**config.mk**
```make
export PLATFORM = sky130hd
export DESIGN_NAME = csd_sel_decode
export DESIGN_NICKNAME = d
export VERILOG_FILES = /design/src/pkg/csd_pkg.sv /design/src/verilog/csd_comm_mem.sv /design/src/verilog/csd_sel_decode.sv
export SDC_FILE = /design/constraint.sdc
export NUM_CORES = 1
export LEC_CHECK = 0
export ABC_CLOCK_PERIOD_IN_PS = 5400
export BUFFER_PORTS_ARGS = -buffer_cell sky130_fd_sc_hd__clkbuf_2
export CORE_MARGIN = 1.5
export CORE_UTILIZATION = 35
export CTS_CLUSTER_DIAMETER = 80
export DETAILED_ROUTE_END_ITERATION = 6
export PLACE_DENSITY_LB_ADDON = 0.15
export SETUP_SLACK_MARGIN = 0.4
export SYNTH_ARGS = -nofsm -noshare
export SYNTH_HDL_FRONTEND = slang
export SYNTH_HIERARCHICAL = 1
export SYNTH_SLANG_ARGS = --single-unit
export TNS_END_PERCENT = 30
```
**constraint.sdc**
```tcl
create_clock -name pclk -period 5.4 [get_ports pclk]
set_input_delay 1.08 -clock pclk [delete_from_list [all_inputs] [get_ports pclk]]
set_output_delay 1.08 -clock pclk [all_outputs]
set_load 0.01 [all_outputs]
```
**src/pkg/csd_pkg.sv**
```systemverilog
package csd_pkg;
	// =========================================================
	// register map
	localparam logic [7:0] CSD_REG_CTRL  = 8'h00;
	localparam logic [7:0] CSD_REG_MADDR = 8'h04;
	localparam logic [7:0] CSD_REG_MDATA = 8'h08;
	localparam logic [7:0] CSD_REG_STAT  = 8'h0C;
	localparam logic [7:0] CSD_REG_LAST  = 8'h10;
	localparam int CSD_CTRL_EN    = 0;
	localparam int CSD_CTRL_BUSY  = 1;
	localparam int CSD_CTRL_CU    = 8;
	localparam int CSD_CTRL_BDEV  = 16;
	localparam int CSD_STAT_ZERO  = 0;
	localparam int CSD_STAT_SRES  = 1;
	localparam int CSD_STAT_IDSC  = 2;
	localparam int CSD_STAT_CERR  = 3;
	localparam int CSD_STAT_CREJ  = 4;
	localparam int CSD_STAT_STATE = 8;
	localparam logic [31:0] CSD_CTRL_RST = 32'h0000_0000;
	// =========================================================
	// communication memory
	localparam int CSD_MEM_AW = 7;
	localparam int CSD_MEM_DEPTH = 128;
	localparam logic [6:0] CSD_STAT_BASE  = 7'h00;
	localparam logic [6:0] CSD_SENSE_BASE = 7'h20;
	localparam logic [6:0] CSD_ID_BASE    = 7'h6F;
	localparam logic [2:0] CSD_ID_LEN     = 3'h4;
	// =========================================================
	// command codes
	localparam logic [7:0] CSD_CMD_TEST_IO  = 8'h00;
	localparam logic [7:0] CSD_CMD_NOP      = 8'h03;
	localparam logic [7:0] CSD_CMD_SENSE    = 8'h04;
	localparam logic [7:0] CSD_CMD_SELECT   = 8'h0B;
	localparam logic [7:0] CSD_CMD_ERASE    = 8'h0F;
	localparam logic [7:0] CSD_CMD_SENSE_IDENTIFICATION_CMD = 8'hE4;
	// =========================================================
	// status byte bits
	localparam logic [7:0] CSD_ST_ATTN = 8'h80;
	localparam logic [7:0] CSD_ST_SM   = 8'h40;
	localparam logic [7:0] CSD_ST_BUSY = 8'h10;
	localparam logic [7:0] CSD_ST_CE   = 8'h08;
	localparam logic [7:0] CSD_ST_DE   = 8'h04;
	localparam logic [7:0] CSD_ST_UC   = 8'h02;
	localparam logic [7:0] CSD_ST_PEND = 8'h96;
	// =========================================================
	// types
	typedef enum logic [1:0] {
		CSD_WK_ADR_DROP, CSD_WK_CMD_UP, CSD_WK_SC_UP, CSD_WK_DROP
	} csd_wait_t;
	typedef enum logic [1:0] {
		CSD_TE_NONE, CSD_TE_GO, CSD_TE_SRES, CSD_TE_IDSC
	} csd_tev_t;
	typedef enum logic [2:0] {
		CSD_CC_REJ, CSD_CC_SID, CSD_CC_TIO, CSD_CC_NOP, CSD_CC_SNS,
		CSD_CC_FWD
	} csd_cmd_t;
	typedef enum logic [4:0] {
		CSD_S_IDLE = 5'h00, CSD_S_SEL = 5'h01, CSD_S_INIT = 5'h03,
		CSD_S_ECHO = 5'h02, CSD_S_CWAIT = 5'h06, CSD_S_CCHK = 5'h07,
		CSD_S_STRD = 5'h05, CSD_S_DEC = 5'h04, CSD_S_SEND = 5'h0C,
		CSD_S_SLD = 5'h0D, CSD_S_SWAIT = 5'h0F, CSD_S_SPRES = 5'h0E,
		CSD_S_SPWAIT = 5'h0A, CSD_S_REL = 5'h0B, CSD_S_FWD = 5'h09,
		CSD_S_DISC = 5'h08, CSD_S_SRES = 5'h18, CSD_S_CERR = 5'h19
	} csd_state_t;
endpackage : csd_pkg

```
**src/verilog/csd_comm_mem.sv**
```systemverilog
`timescale 1ns/1ns
module csd_comm_mem (
	// clock
	input  wire logic                           pclk,
	// write port
	input  wire logic                           we,
	input  wire logic [csd_pkg::CSD_MEM_AW-1:0] waddr,
	input  wire logic [7:0]                     wdata,
	// read port
	input  wire logic [csd_pkg::CSD_MEM_AW-1:0] raddr,
	output logic      [7:0]                     rdata
);
	import csd_pkg::*;
	logic [7:0] mem [CSD_MEM_DEPTH];
	always_ff @(posedge pclk) begin
		if (we) begin
			mem[waddr] <= wdata;
		end
		rdata <= mem[raddr];
	end
endmodule : csd_comm_mem

```
**src/verilog/csd_sel_decode.sv**
```systemverilog
// Decided for this implementation: the register addresses and register access over APB.
`timescale 1ns/1ns
// Operation
// - start only on Select in with valid address
// - fresh selection tests busy, clear goes initial
// - other device busy returns control-unit-busy status
// - same device busy returns plain Busy
// - capture address, raise Operational in, clear zero
// - zero cleared after wait means disconnect/reset
// - echo address on Bus in, raise Address in
// - wait for Command out rise before accepting
// - disconnect order drops at once, back idle
// - selective reset runs reset handling routine
// - command parity error enters command-error handling
// - sense command branches straight to sense
// - decode only when no pending device status
// - validity check then table-based command dispatch
// - select and erase forwarded to line processor
// - sense_identification_cmd sends four bytes 6F to 72
// - test I/O sends current status
// - no-op sends status-dependent information
// - sense sends addressed device sense byte
// - tag decode indexed by four outbound tags
// - abort in tag wait sets flag, clears zero
module csd_sel_decode (
	// clock and reset
	input  wire logic       pclk,
	input  wire logic       presetn,
	// apb slave
	input  wire logic       psel,
	input  wire logic       penable,
	input  wire logic       pwrite,
	input  wire logic [7:0] paddr,
	input  wire logic [31:0] pwdata,
	output logic      [31:0] prdata,
	output logic            pready,
	output logic            pslverr,
	// channel outbound pins
	input  wire logic       select_in_tag,
	input  wire logic       address_out_tag,
	input  wire logic       operational_out_tag,
	input  wire logic       command_out_tag,
	input  wire logic       service_out_tag,
	input  wire logic [7:0] bus_out,
	input  wire logic       bus_out_parity,
	// channel inbound pins
	output logic      [7:0] inbound_bus_drive,
	output logic            inbound_bus_parity,
	output logic            operational_in_tag,
	output logic            address_in_tag,
	output logic            status_in_tag,
	output logic            service_in_tag,
	// line processor board
	output logic            lpb_cmd_valid,
	output logic      [7:0] lpb_cmd,
	output logic      [4:0] lpb_dev,
	output logic            lpb_selres
);
	import csd_pkg::*;
	// =========================================================
	// pin synchroniser
	logic [13:0] sy1_q, sy2_q;
	always_ff @(posedge pclk or negedge presetn) begin
		if (!presetn) begin
			sy1_q <= '0;
			sy2_q <= '0;
		end else begin
			sy1_q <= {select_in_tag, address_out_tag,
				operational_out_tag, command_out_tag,
				service_out_tag, bus_out_parity, bus_out};
			sy2_q <= sy1_q;
		end
	end
	logic       sel_s, adr_s, cmd_s, srv_s;
	logic [3:0] tags;
	logic [7:0] bus_s;
	assign sel_s = sy2_q[13];
	assign adr_s = sy2_q[12];
	assign cmd_s = sy2_q[10];
	assign srv_s = sy2_q[9];
	assign tags  = sy2_q[12:9];
	assign bus_s = sy2_q[7:0];

	// =========================================================
	// decode functions
	function automatic csd_tev_t tag_decode(csd_wait_t k,
			logic [3:0] t);
		logic go;
		go = 1'b0;
		unique case (k)
			CSD_WK_ADR_DROP: go = !t[3];
			CSD_WK_CMD_UP:   go = t[1];
			CSD_WK_SC_UP:    go = t[1] | t[0];
			CSD_WK_DROP:     go = !(t[1] | t[0]);
		endcase
		if (!t[2])
			return CSD_TE_SRES;
		if (t[3] && k != CSD_WK_ADR_DROP)
			return CSD_TE_IDSC;
		return go ? CSD_TE_GO : CSD_TE_NONE;
	endfunction : tag_decode

	function automatic csd_cmd_t cmd_class(logic [7:0] c);
		unique case (c)
			CSD_CMD_SENSE_IDENTIFICATION_CMD: return CSD_CC_SID;
			CSD_CMD_TEST_IO:  return CSD_CC_TIO;
			CSD_CMD_NOP:      return CSD_CC_NOP;
			CSD_CMD_SENSE:    return CSD_CC_SNS;
			CSD_CMD_SELECT,
			CSD_CMD_ERASE:    return CSD_CC_FWD;
			default:          return CSD_CC_REJ;
		endcase
	endfunction : cmd_class

	// =========================================================
	// registers and memory
	logic [31:0] ctrl_q;
	logic [6:0]  maddr_q;
	logic        en, int_busy;
	logic [2:0]  cu_base;
	logic [4:0]  bdev;
	assign en       = ctrl_q[CSD_CTRL_EN];
	assign int_busy = ctrl_q[CSD_CTRL_BUSY];
	assign cu_base  = ctrl_q[CSD_CTRL_CU+:3];
	assign bdev     = ctrl_q[CSD_CTRL_BDEV+:5];

	csd_state_t st_q;
	logic [7:0] addr_q, cmd_q, sts_q;
	logic [6:0] ptr_q;
	logic [2:0] cnt_q;
	logic       zero_q, perr_q;
	logic       sres_f, idsc_f, cerr_f, crej_f;
	logic       ev_sres, ev_idsc, ev_cerr, ev_crej;
	logic [7:0] rdata;
	logic       wr_acc, mem_we;
	csd_wait_t  wk;
	csd_tev_t   tev;
	logic [4:0] dev;
	assign dev = addr_q[4:0];

	assign wr_acc = psel & penable & pwrite;
	assign mem_we = wr_acc && paddr == CSD_REG_MDATA;

	csd_comm_mem u_mem (
		.pclk  (pclk),
		.we    (mem_we),
		.waddr (maddr_q),
		.wdata (pwdata[7:0]),
		.raddr (ptr_q),
		.rdata (rdata)
	);

	// =========================================================
	// apb slave
	assign pready = 1'b1;
	always_ff @(posedge pclk or negedge presetn) begin
		if (!presetn) begin
			ctrl_q  <= CSD_CTRL_RST;
			maddr_q <= '0;
		end else if (wr_acc) begin
			if (paddr == CSD_REG_CTRL)
				ctrl_q <= pwdata;
			if (paddr == CSD_REG_MADDR)
				maddr_q <= pwdata[6:0];
			if (mem_we)
				maddr_q <= maddr_q + 7'h01;
		end
	end

	logic [31:0] rd_mux;
	logic        unmapped;
	always_comb begin
		rd_mux   = '0;
		unmapped = 1'b0;
		unique case (paddr)
			CSD_REG_CTRL:  rd_mux = ctrl_q;
			CSD_REG_MADDR: rd_mux = {25'h0, maddr_q};
			CSD_REG_MDATA: rd_mux = '0;
			CSD_REG_STAT:  rd_mux = {19'h0, st_q, 3'h0, crej_f,
				cerr_f, idsc_f, sres_f, zero_q};
			CSD_REG_LAST:  rd_mux = {16'h0, cmd_q, addr_q};
			default:       unmapped = 1'b1;
		endcase
	end
	always_ff @(posedge pclk or negedge presetn) begin
		if (!presetn) begin
			prdata  <= '0;
			pslverr <= 1'b0;
		end else if (psel && !penable) begin
			prdata  <= pwrite ? 32'h0000_0000 : rd_mux;
			pslverr <= unmapped;
		end
	end

	// =========================================================
	// sticky program status flags, set wins over clear
	logic stat_wr;
	assign stat_wr = wr_acc && paddr == CSD_REG_STAT;
	always_ff @(posedge pclk or negedge presetn) begin
		if (!presetn) begin
			sres_f <= 1'b0;
			idsc_f <= 1'b0;
			cerr_f <= 1'b0;
			crej_f <= 1'b0;
		end else begin
			sres_f <= ev_sres | (sres_f & ~(stat_wr &
				pwdata[CSD_STAT_SRES]));
			idsc_f <= ev_idsc | (idsc_f & ~(stat_wr &
				pwdata[CSD_STAT_IDSC]));
			cerr_f <= ev_cerr | (cerr_f & ~(stat_wr &
				pwdata[CSD_STAT_CERR]));
			crej_f <= ev_crej | (crej_f & ~(stat_wr &
				pwdata[CSD_STAT_CREJ]));
		end
	end

	// =========================================================
	// tag wait kind per state
	always_comb begin
		unique case (st_q)
			CSD_S_INIT:   wk = CSD_WK_ADR_DROP;
			CSD_S_CWAIT:  wk = CSD_WK_CMD_UP;
			CSD_S_SWAIT,
			CSD_S_SPWAIT: wk = CSD_WK_SC_UP;
			default:      wk = CSD_WK_DROP;
		endcase
	end
	// address out stays up from the selection until the channel sees
	// our answer; only a rise after it has dropped means disconnect
	logic       adr_low_q;
	logic [3:0] tags_m;
	always_ff @(posedge pclk or negedge presetn) begin
		if (!presetn)
			adr_low_q <= 1'b0;
		else if (st_q == CSD_S_IDLE)
			adr_low_q <= 1'b0;
		else if (!adr_s)
			adr_low_q <= 1'b1;
	end
	assign tags_m = {tags[3] & (adr_low_q | (wk == CSD_WK_ADR_DROP)),
		tags[2:0]};
	assign tev = tag_decode(wk, tags_m);

	logic waiting;
	assign waiting = st_q inside {CSD_S_INIT, CSD_S_CWAIT,
		CSD_S_SWAIT, CSD_S_SPWAIT, CSD_S_REL, CSD_S_SEND};
	assign inbound_bus_parity = ~^inbound_bus_drive;

	// =========================================================
	// selection and command sequencer
	always_ff @(posedge pclk or negedge presetn) begin
		if (!presetn) begin
			st_q               <= CSD_S_IDLE;
			addr_q             <= '0;
			cmd_q              <= '0;
			sts_q              <= '0;
			ptr_q              <= '0;
			cnt_q              <= '0;
			zero_q             <= 1'b1;
			perr_q             <= 1'b0;
			inbound_bus_drive  <= '0;
			operational_in_tag <= 1'b0;
			address_in_tag     <= 1'b0;
			status_in_tag      <= 1'b0;
			service_in_tag     <= 1'b0;
			lpb_cmd_valid      <= 1'b0;
			lpb_cmd            <= '0;
			lpb_dev            <= '0;
			lpb_selres         <= 1'b0;
			ev_sres            <= 1'b0;
			ev_idsc            <= 1'b0;
			ev_cerr            <= 1'b0;
			ev_crej            <= 1'b0;
		end else begin
			lpb_cmd_valid <= 1'b0;
			lpb_selres    <= 1'b0;
			ev_sres       <= 1'b0;
			ev_idsc       <= 1'b0;
			ev_cerr       <= 1'b0;
			ev_crej       <= 1'b0;
			if (waiting && tev == CSD_TE_SRES) begin
				zero_q  <= 1'b0;
				ev_sres <= 1'b1;
				st_q    <= CSD_S_SRES;
			end else if (waiting && tev == CSD_TE_IDSC) begin
				zero_q  <= 1'b0;
				ev_idsc <= 1'b1;
				st_q    <= CSD_S_DISC;
			end else begin
				unique case (st_q)
				CSD_S_IDLE: begin
					if (en && sel_s && adr_s &&
							bus_s[7:5] == cu_base) begin
						addr_q <= bus_s;
						st_q   <= CSD_S_SEL;
					end
				end
				CSD_S_SEL: begin
					if (!int_busy) begin
						operational_in_tag <= 1'b1;
						zero_q <= 1'b0;
						st_q   <= CSD_S_INIT;
					end else begin
						sts_q <= (dev == bdev) ? CSD_ST_BUSY
							: (CSD_ST_SM | CSD_ST_BUSY);
						st_q  <= CSD_S_SPRES;
					end
				end
				CSD_S_INIT: begin
					if (tev == CSD_TE_GO) begin
						zero_q <= 1'b1;
						st_q   <= CSD_S_ECHO;
					end
				end
				CSD_S_ECHO: begin
					inbound_bus_drive <= addr_q;
					address_in_tag    <= 1'b1;
					st_q              <= CSD_S_CWAIT;
				end
				CSD_S_CWAIT: begin
					if (tev == CSD_TE_GO) begin
						cmd_q  <= bus_s;
						perr_q <= ~^sy2_q[8:0];
						st_q   <= CSD_S_CCHK;
					end
				end
				CSD_S_CCHK: begin
					address_in_tag <= 1'b0;
					if (perr_q) begin
						st_q <= CSD_S_CERR;
					end else if (cmd_class(cmd_q) == CSD_CC_SNS) begin
						ptr_q <= CSD_SENSE_BASE + {2'h0, dev};
						cnt_q <= 3'h1;
						st_q  <= CSD_S_SEND;
					end else begin
						ptr_q <= CSD_STAT_BASE + {2'h0, dev};
						st_q  <= CSD_S_STRD;
					end
				end
				CSD_S_STRD: st_q <= CSD_S_DEC;
				CSD_S_DEC: begin
					if ((rdata & CSD_ST_PEND) != 8'h00) begin
						sts_q <= rdata;
						st_q  <= CSD_S_SPRES;
					end else begin
						unique case (cmd_class(cmd_q))
						CSD_CC_SID: begin
							ptr_q <= CSD_ID_BASE;
							cnt_q <= CSD_ID_LEN;
							st_q  <= CSD_S_SEND;
						end
						CSD_CC_TIO: begin
							sts_q <= rdata;
							st_q  <= CSD_S_SPRES;
						end
						CSD_CC_NOP: begin
							sts_q <= rdata | CSD_ST_CE | CSD_ST_DE;
							st_q  <= CSD_S_SPRES;
						end
						CSD_CC_FWD: st_q <= CSD_S_FWD;
						default: begin
							sts_q   <= CSD_ST_CE | CSD_ST_DE | CSD_ST_UC;
							ev_crej <= 1'b1;
							st_q    <= CSD_S_SPRES;
						end
						endcase
					end
				end
				CSD_S_SEND: begin
					if (!srv_s && !cmd_s)
						st_q <= CSD_S_SLD;
				end
				CSD_S_SLD: begin
					inbound_bus_drive <= rdata;
					service_in_tag    <= 1'b1;
					ptr_q             <= ptr_q + 7'h01;
					cnt_q             <= cnt_q - 3'h1;
					st_q              <= CSD_S_SWAIT;
				end
				CSD_S_SWAIT: begin
					if (tev == CSD_TE_GO) begin
						service_in_tag <= 1'b0;
						sts_q <= CSD_ST_CE | CSD_ST_DE;
						st_q  <= (cnt_q == 3'h0 || cmd_s) ?
							CSD_S_SPRES : CSD_S_SEND;
					end
				end
				CSD_S_FWD: begin
					lpb_cmd_valid <= 1'b1;
					lpb_cmd       <= cmd_q;
					lpb_dev       <= dev;
					sts_q         <= CSD_ST_CE;
					st_q          <= CSD_S_SPRES;
				end
				CSD_S_CERR: begin
					ev_cerr <= 1'b1;
					sts_q   <= CSD_ST_CE | CSD_ST_DE | CSD_ST_UC;
					st_q    <= CSD_S_SPRES;
				end
				CSD_S_SPRES: begin
					// a stale service or command out must not take status
					if (!srv_s && !cmd_s) begin
						inbound_bus_drive <= sts_q;
						status_in_tag     <= 1'b1;
						st_q              <= CSD_S_SPWAIT;
					end
				end
				CSD_S_SPWAIT: begin
					if (tev == CSD_TE_GO) begin
						status_in_tag <= 1'b0;
						st_q          <= CSD_S_REL;
					end
				end
				CSD_S_REL: begin
					if (tev == CSD_TE_GO && !sel_s) begin
						operational_in_tag <= 1'b0;
						inbound_bus_drive  <= '0;
						zero_q             <= 1'b1;
						st_q               <= CSD_S_IDLE;
					end
				end
				CSD_S_DISC: begin
					operational_in_tag <= 1'b0;
					address_in_tag     <= 1'b0;
					status_in_tag      <= 1'b0;
					service_in_tag     <= 1'b0;
					inbound_bus_drive  <= '0;
					st_q               <= CSD_S_IDLE;
				end
				CSD_S_SRES: begin
					lpb_selres         <= 1'b1;
					lpb_dev            <= dev;
					operational_in_tag <= 1'b0;
					address_in_tag     <= 1'b0;
					status_in_tag      <= 1'b0;
					service_in_tag     <= 1'b0;
					inbound_bus_drive  <= '0;
					st_q               <= CSD_S_IDLE;
				end
				default: st_q <= CSD_S_IDLE;
				endcase
			end
		end
	end
endmodule : csd_sel_decode
```
==> flow_summary.ini, run 1 <==
[run_status]
status = finished, final reports clean

[layout]
fin_cells = 4454
layout.nets = 2632
area_delta_synth_final_pct = 15.6
drive_gt1_frac = 0.309
fin_util = 0.408
insertedDiodeCount = 0

[synthesis]
synth_top_area_frac = 0.643
synth-async-reset-ratio = 0.146
ys_top_cells_by_area = edfxtp_1 (64%), mux4_2 (16%), dfrtp_1 (9.2%)
synth-seq-area-share = 0.739
synthCells = 2361
yosysTopAreaCell = edfxtp_1
yosysUniqueCellTypes = 77
syn_nets = 2424
synth-main-ff-cell = edfxtp_1
synth-warning-count = 6
ys_seq_elements = 1209
avgSynthCellArea_um2 = 20.2
synth_edf_count = 1024
synth_area_um2 = 47800

[place]
place_ws_ns = 0.734
portBuffers = 119
dp_hpwl_mm = 81.1
place.gp.congestion = 0.836
placed_cells = 4214

[timing]
slew_headroom = 0.217
fmaxAchievable_mhz = 254
rsz0062_at_grt = false
hold_viol_final = 0
setup_viol = 0
tns_ns = 0
tightest_slew_ns = 1.17
finalCriticalPeriod_ns = 3.93
finalClockSkew_ns = 0.0240
post-route-worst-setup-slack_ns = 1.47
period_share = 0.729
slew_viol_final = 0

[drt]
wl_mm = 127
ant_nets = 0
drt_iter0_drc = 2483
routed_via_density = 5.45
detail_route.wl_per_cell_um = 28.5
dr_total_vias = 24261
dr.pass1.iters = 6
drc_errors = 0

[floorplan]
start_util = 0.353
die_y_um = 373
dieArea_um2 = 139000
rows = 135
io_pins = 121
coreArea_um2 = 135000
dieWidth_um = 373

[cts]
clock_latency_ns = 0.76
clockRootBuffer = clkbuf_16
cts_resized = 0
cts_max_level = 4
cts.sinks = 1209
ctsLongestPathBuffers = 3
tritoncts = built
numCtsBuffers = 134
clkTransAtPathRegs_ns = 0.06
cts_setup_buffers = 0
holdBufCountCts = 0

[worst_setup_path]
cp_max_fo = 10
critPathRequiredTime_ns = 5.78
critPathLaunchType = input port
end_kind = flop
arrival_ns = 4.32
critical_path_class = input port to flop

[pwr]
peakVddDrop_v = 0.000307
pwr_density_cell_nw_per_um2 = 445
p_leak_nw = 18.2

[min_path]
hp-class = flop to flop

[global_route]
grt_pass1_wl_mm = 183
track_usage = 0.185
grt_overflow_total = 0
grt_max_degree = 102
antenna_found_initial = 11
grt_pass1_vias = 24997

[flow_run]
drv_cap = 0
## kinds of logic (layout without fill, tap and decap cells)
kind of cell	Yosys count	after routing	share of synthesized area
AOI/OAI and AO/OA	187	187	0.0278
xor gates and xnor gates	26	26	0.00476
adders and majority gates	4	4	0.00105
buffers and inverters	154	466	0.0144
DFF	1209	1209	0.739
muxes	422	422	0.178
other	1	1	0.0000784
and+or+nand+nor	358	358	0.0345
## final timing paths
kind	cells past startpoint	to	startpoint	slack, ns
worst max register to register	5	u_mem/rdata[5]$_DFF_P_	ptr_q[0]$_DFFE_PN0P_	1.66
max in group asynchronous	2	ptr_q[2]$_DFFE_PN0P_	presetn	3.93
min in group asynchronous	1	sy1_q[8]$_DFF_PN0_	presetn	0.38
worst min register to register	0	sy2_q[4]$_DFF_PN0_	sy1_q[4]$_DFF_PN0_	0.35
worst max-delay path	9	u_mem/mem[118][5]$_DFFE_PP_	paddr[0]	1.47
worst min-delay path	0	sy2_q[4]$_DFF_PN0_	sy1_q[4]$_DFF_PN0_	0.35
## Yosys cell counts (14+ instances only)
library cell  instances
mux4_2              336
clkbuf_1             67
a21oi_1              41
mux2_2               70
edfxtp_1           1024
o21ai_0              37
inv_1                23
nand3_1              34
nor2b_1              14
a22o_1               21
nor2_1              155
xnor2_1              17
buf_1                20
nor3_1               26
buf_2                26
nand2_1              73
dfrtp_1             176
a222oi_1             20
buf_4                14
## layer usage
metal / up-vias / track usage / routed length (um)
met4: 6 / 0.0643 / 3940
met3: 212 / 0.0394 / 7640
met2: 889 / 0.291 / 60300
li1: 10120 / - / -
met5: - / 0 / 41
met1: 13034 / 0.254 / 55000
## registers in the layout, summed over array words and instances (netlist names), 7 cells and up
name,flops
cmd_q,8
ptr_q,7
prdata,32
lpb_cmd,8
maddr_q,7
u_mem/rdata,8
sy2_q,14
sy1_q,14
inbound_bus_drive,8
addr_q,8
ctrl_q,32
u_mem/mem,1024
sts_q,8
## layout make-up
cell class | count | area, um^2
flip-flops and latches | 1209 | 35400
clock buffers | 165 | 3550
inverters | 23 | 86.3
multi-input cells | 998 | 11800
well taps | 1781 | 2230
clock inverters | 75 | 840
fillers | 11942 | 80200
repair buffers | 203 | 1430
## placed cells by master (no fill, tap or decap), types with 17 or more instances in the layout
cell | Yosys | routed
nor3_1 | 26 | 25
o21ai_0 | 37 | 37
clkbuf_2 | 1 | 110
inv_1 | 23 | 23
nor2_1 | 155 | 155
clkinv_2 | 0 | 23
nand2_1 | 73 | 73
clkinv_1 | 0 | 19
clkbuf_1 | 67 | 24
a21oi_1 | 41 | 41
nand3_1 | 34 | 34
a222oi_1 | 20 | 20
clkbuf_16 | 0 | 135
xnor2_1 | 17 | 17
mux2_2 | 70 | 70
buf_4 | 14 | 78
a22o_1 | 21 | 21
mux4_2 | 336 | 336
edfxtp_1 | 1024 | 1024
dfrtp_1 | 176 | 172
## power breakdown
part | leakage [nW] | switching (mW) | internal (mW)
logic | 4.45 | 2.57 | 2.12
registers | 11.6 | 0.518 | 10.3
clock network | 2.15 | 3.71 | 5.34
## worst max-delay path, cell delays in order
cell	delay (ns)
clkbuf_2	0.07
or4_1	0.56
nor3_2	0.31
nand3_1	0.34
inv_1	0.23
nor2b_1	0.50
nand3_1	0.33
buf_12	0.28
nor2_1	0.58
## per-stage QoR
| stage | area, um^2 | hold WS [ns] | power [mW] |
|---|---|---|---|
| finish | 55300 | 0.352 | 24.6 |
| global route | 55300 | 0.353 | 25.5 |
| CTS | 55300 | 0.353 | 24.9 |
| detailed placement | 50900 | 0.340 | 15.8 |
| global placement | 50900 | 0.336 | 15.8 |
| floorplan | 47800 | 0.331 | 13.8 |
No activity file was read; power rests on OpenSTA's default activity.
==> inputs of run 2 (changes only) <==
ABC_CLOCK_PERIOD_IN_PS = 3200   (was 5400)
clock period = 3.2 ns   (was 5.4 ns; I/O delays follow)
==> run 2 against run 1 <==
The run now ends with DRC left. Design area up 4.7%. Worst hold slack worse by 0.24 ns. Clock-buffer cell count up 5. Die area unchanged. Largest power group unchanged.
==> flow_summary.ini, run 2 (synthesis results as in run 1) <==
[cts]
numCtsBuffers = 137
clkTransAtPathRegs_ns = 0.06
ctsLongestPathBuffers = 3
tritoncts = built
clock_latency_ns = 0.76
cts.sinks = 1209
cts_max_level = 4
clockRootBuffer = clkbuf_16

[worst_setup_path]
crit_buf_inv = 3
crit_top_cell = mux4_2
cp_top_family = multiplexers
critPathRequiredTime_ns = 3.85
cp_max_fo = 7
critical_path_class = flop to flop
end_kind = flop
worstRegToRegCells = 7
cpMaxStageDelayCell = mux4_2
rr_endpoint = u_mem/rdata[0]$_DFF_P_
arrival_ns = 3.66
slowest_delay_ns = 0.60
r2r_slack_ns = 0.19
worstPathCellList = buf_12, buf_16, buf_6, mux4_2, mux4_2, mux4_2, mux2_2
r2r-start = ptr_q[0]$_DFFE_PN0P_
critPathLaunchType = flop

[pwr]
p_sw_frac = 0.272
p_clk_frac = 0.370
power.internal_mw = 31.0
p_leak_nw = 19.5
p_switching_mw = 11.6
pwr_density_cell_nw_per_um2 = 734
seqPwrFrac = 0.427
power_mw = 42.5
comb_power_share = 0.203
peakVddDrop_v = 0.000558

[floorplan]
io_pins = 121
die_y_um = 373
dieWidth_um = 373
rows = 135
dieArea_um2 = 139000
coreArea_um2 = 135000
start_util = 0.353

[global_route]
grt_pass1_vias = 25938
track_usage = 0.186
grt_pass1_wl_mm = 185
use_met1 = 0.258
grt_util_met3 = 0.0343
antenna_found_initial = 10
gr-max-usage-layer = met2
met2_usage = 0.303
grt_overflow_total = 0
grt_max_degree = 85

[drt]
detail_route.wl_per_cell_um = 27.5
drc_errors = 4
drt_iter0_drc = 2338
ant_nets = 0
wl_mm = 128
dr.pass1.iters = 7
dr_total_vias = 24757
routed_via_density = 5.32

[timing]
finalClockSkew_ns = 0.0350
finalCriticalPeriod_ns = 3.01
period_share = 0.942
setup_viol = 0
slew_headroom = 0.387
tns_ns = 0
tightest_slew_ns = 0.920
rsz0062_at_grt = true
post-route-worst-setup-slack_ns = 0.186
slew_viol_final = 0
hold_viol_final = 0
fmaxAchievable_mhz = 332

[layout]
final_cell_mix = edfxtp_1 (1024), mux4_2 (336), buf_4 (206)
layout.nets = 2824
largest-register = u_mem/mem
area_delta_synth_final_pct = 21.1
drive_gt1_frac = 0.375
largest_register_ffs = 1024
final_common_cell = edfxtp_1
top_regs = u_mem/mem (1024), ctrl_q (32), prdata (32)
fin_cells = 4653

[min_path]
hold_end = ctrl_q[24]$_DFFE_PN0P_
hp-class = input port to flop
min_path_cells = 2
min_from = pwdata[24]

[place]
place_ws_ns = -0.0748
placed_cells = 4368
portBuffers = 119
dp_hpwl_mm = 83.5
place.gp.congestion = 0.844

[run_status]
status = finished, violations left
failed_checks = DRC

[flow_run]
drv_cap = 0
-- run 2: area by class of cell --
cell class              count  area, um^2
well taps                1781        2230
clock buffers             170        3740
fillers                 11734       77600
clock inverters            78         795
diodes                      2        5.00
multi-input cells         998       12200
repair buffers            392        3470
inverters                  23        86.3
flip-flops and latches   1209       35400
-- run 2: worst max path at each step --
stage,end,slack [ns],from,cells past startpoint
2_1_floorplan,u_mem/mem[111][0]$_DFFE_PP_,0.25,paddr[0],8
3_3_place_gp,u_mem/mem[6][7]$_DFFE_PP_,-0.1,paddr[0],10
3_5_place_dp,u_mem/mem[6][6]$_DFFE_PP_,-0.07,paddr[0],10
4_1_cts,u_mem/rdata[7]$_DFF_P_,0.13,ptr_q[0]$_DFFE_PN0P_,7
5_1_grt,u_mem/rdata[7]$_DFF_P_,0.14,ptr_q[0]$_DFFE_PN0P_,7
6_report,u_mem/rdata[0]$_DFF_P_,0.19,ptr_q[0]$_DFFE_PN0P_,7
-- run 2: stage by stage --
stage	hold slack (ns)	instance area [um^2]	utilization
finish	0.116	57900	0.427
global route	0.0745	57900	0.427
global placement	0.331	52800	0.389
floorplan	0.331	48300	-
CTS	0.0471	57700	0.426
detailed placement	0.335	52800	0.389
-- run 2: per-layer routing --
metal,vias up,share of wire
li1,10536,-
met5,-,0.000094
met4,2,0.017
met2,674,0.49
met1,13391,0.44
met3,154,0.047
-- run 2: power groups by stage --
stage | Clock [mW] | Combinational (mW) | Sequential, mW
5_1_grt | 16.7 | 9.10 | 18.2
4_1_cts | 16.1 | 8.67 | 18.2
3_5_place_dp | 0 | 8.55 | 18.5
2_1_floorplan | 0 | 5.32 | 18.0
6_report | 15.7 | 8.62 | 18.2
3_3_place_gp | 0 | 8.50 | 18.5
-- run 2: repair_timing --
item | in CTS | in global routing
buffers inserted | 9 | 4
gates resized for setup | 18 | 14
hold buffers | 15 | 0
setup endpoints to repair | 25 | 31
cloned | 3 | 4
pin swaps | 0 | 1
hold endpoints to repair | 77 | 0
==> inputs of run 3 (changes only) <==
PLACE_DENSITY_LB_ADDON = 0.08   (was 0.15)
==> run 3 against run 2 <==
The flow still finishes with violations (DRC). Combinational power grew 6.0%. Core utilization rose by 0.078 points. Clock power is 5% lower. Setup slack worse by 0.18 ns. Power down 1.0%. Clock skew decreased by 0.0013 ns. Via count up 1.1%. Critical path type unchanged. Critical endpoint is now u_mem/rdata[3]$_DFF_P_. Largest power group unchanged.
==> flow_summary.ini, run 3 (synthesis results as in run 1) <==
[floorplan]
coreArea_um2 = 135000
rows = 135
start_util = 0.353
dieWidth_um = 373
io_pins = 121
dieArea_um2 = 139000
die_y_um = 373

[drt]
drc_errors = 1
dr_total_vias = 25033
dr.pass1.iters = 7
detail_route.wl_per_cell_um = 28.7
wl_mm = 134
drt_iter0_drc = 2384
ant_nets = 0
routed_via_density = 5.36

[global_route]
track_usage = 0.196
grt_pass1_vias = 26128
antenna_found_initial = 1
grt_max_degree = 85
grt_pass1_wl_mm = 193
grt_overflow_total = 0

[pwr]
peakVddDrop_v = 0.000444
p_sw_frac = 0.284
p_leak_nw = 19.5
p_clk_frac = 0.355
power.internal_mw = 30.1
comb_power_share = 0.217
p_switching_mw = 12.0
pwr_density_cell_nw_per_um2 = 726
seqPwrFrac = 0.428

[timing]
setup_viol = 0
period_share = 0.997
finalCriticalPeriod_ns = 3.19
slew_viol_final = 0
finalClockSkew_ns = 0.0338
hold_viol_final = 0
slew_headroom = 0.121
tightest_slew_ns = 1.32
fmaxAchievable_mhz = 313
rsz0062_at_grt = true

[layout]
top_regs = u_mem/mem (1024), ctrl_q (32), prdata (32)
area_delta_synth_final_pct = 21.3
final_area_um2 = 58000
largest-register = u_mem/mem
final_common_cell = edfxtp_1
final_cell_mix = edfxtp_1 (1024), mux4_2 (336), buf_4 (220)
fin_cells = 4669
layout.nets = 2850
largest_register_ffs = 1024
drive_gt1_frac = 0.378

[cts]
numCtsBuffers = 135
clock_latency_ns = 0.77
cts.sinks = 1209
clkTransAtPathRegs_ns = 0.06
ctsLongestPathBuffers = 3
clockRootBuffer = clkbuf_16
tritoncts = built
cts_max_level = 4

[min_path]
hp-class = input port to flop

[worst_setup_path]
end_kind = flop
cpMaxStageDelayCell = mux4_2
critical_path_class = flop to flop
critPathRequiredTime_ns = 3.83
crit_buf_inv = 4
arrival_ns = 3.82
critPathLaunchType = flop
crit_top_cell = mux4_2
cp_max_fo = 6
slowest_delay_ns = 0.63
cp_top_family = multiplexers
worstPathCellList = buf_12, buf_12, buf_16, buf_4, mux4_2, mux4_2, mux4_2, mux2_4

[run_status]
status = finished, violations left
failed_checks = DRC

[place]
place.gp.congestion = 0.809
portBuffers = 119
post_dp_cell_area_um2 = 53000
dp_hpwl_mm = 87.9
placed_cells = 4378

[flow_run]
drv_cap = 0
[run 3: cell count changes in the layout (fill, tap and decap cells not counted), sizes merged]
cell / previous run / this run
buf: 262 / 290
clkinvlp: 3 / 5
clkinv: 50 / 48
bufbuf: 0 / 2
inv: 33 / 30
bufinv: 15 / 7
clkbuf: 285 / 282
[run 3: metal layers]
metal  routed length, um  vias to the layer above  global-route usage
li1                    -                    10579                   -
met4                2320                        0              0.0470
met2               65100                      688               0.315
met3                6040                      156              0.0302
met1               60500                    13610               0.280
met5                   0                        -                   0
[run 3: repair_timing]
action,4_1_cts,5_1_grt
gates cloned,4,2
hold endpoints to repair,94,0
hold buffers,15,0
setup buffers,23,9
gates resized for setup,14,12
pin swaps,1,1
setup endpoints to repair,33,30
[run 3: final cells by class]
type	count	area, um^2
Clock buffer	169	3590
Fill cell	11842	77500
Tap cell	1781	2230
Sequential cell	1209	35400
Clock inverter	67	664
Multi-Input combinational cell	998	12200
Antenna cell	2	5.00
Timing Repair Buffer	420	3850
Inverter	23	86.3
[run 3: power by group through the flow]
| stage | sequential (mW) | clock [mW] | combinational [mW] |
|---|---|---|---|
| after detailed placement | 18.3 | 0 | 9.03 |
| after CTS | 18.0 | 15.3 | 9.17 |
| after global placement | 18.3 | 0 | 9.03 |
| after floorplan | 18.0 | 0 | 5.32 |
| final | 18.0 | 14.9 | 9.14 |
| after global routing | 18.1 | 15.9 | 9.62 |
[run 3: final timing paths]
kind	end	cells past startpoint	slack, ns	from
max	u_mem/rdata[3]$_DFF_P_	8	0.008	ptr_q[0]$_DFFE_PN0P_
min	ctrl_q[15]$_DFFE_PN0P_	2	0.1	pwdata[15]
max reg2reg	u_mem/rdata[3]$_DFF_P_	8	0.008	ptr_q[0]$_DFFE_PN0P_
min reg2reg	sy2_q[13]$_DFF_PN0_	0	0.35	sy1_q[13]$_DFF_PN0_
max in group asynchronous	st_q[2]$_DFFE_PN0P_	3	1.79	presetn
min in group asynchronous	lpb_selres$_DFF_PN0_	2	0.49	presetn
[run 3: through the flow]
stage          setup WS [ns]  hold WS [ns]  utilization  total power [mW]  setup TNS (ns)
2_1_floorplan          0.245         0.331            -              23.3               0
3_3_place_gp          -0.146         0.339        0.391              27.4           -6.89
3_5_place_dp          -0.172         0.335        0.391              27.4           -8.32
4_1_cts              0.00389        0.0354        0.427              42.5               0
5_1_grt             -0.00746        0.0651        0.428              43.6        -0.00871
6_report             0.00834        0.0987        0.428              42.1               0
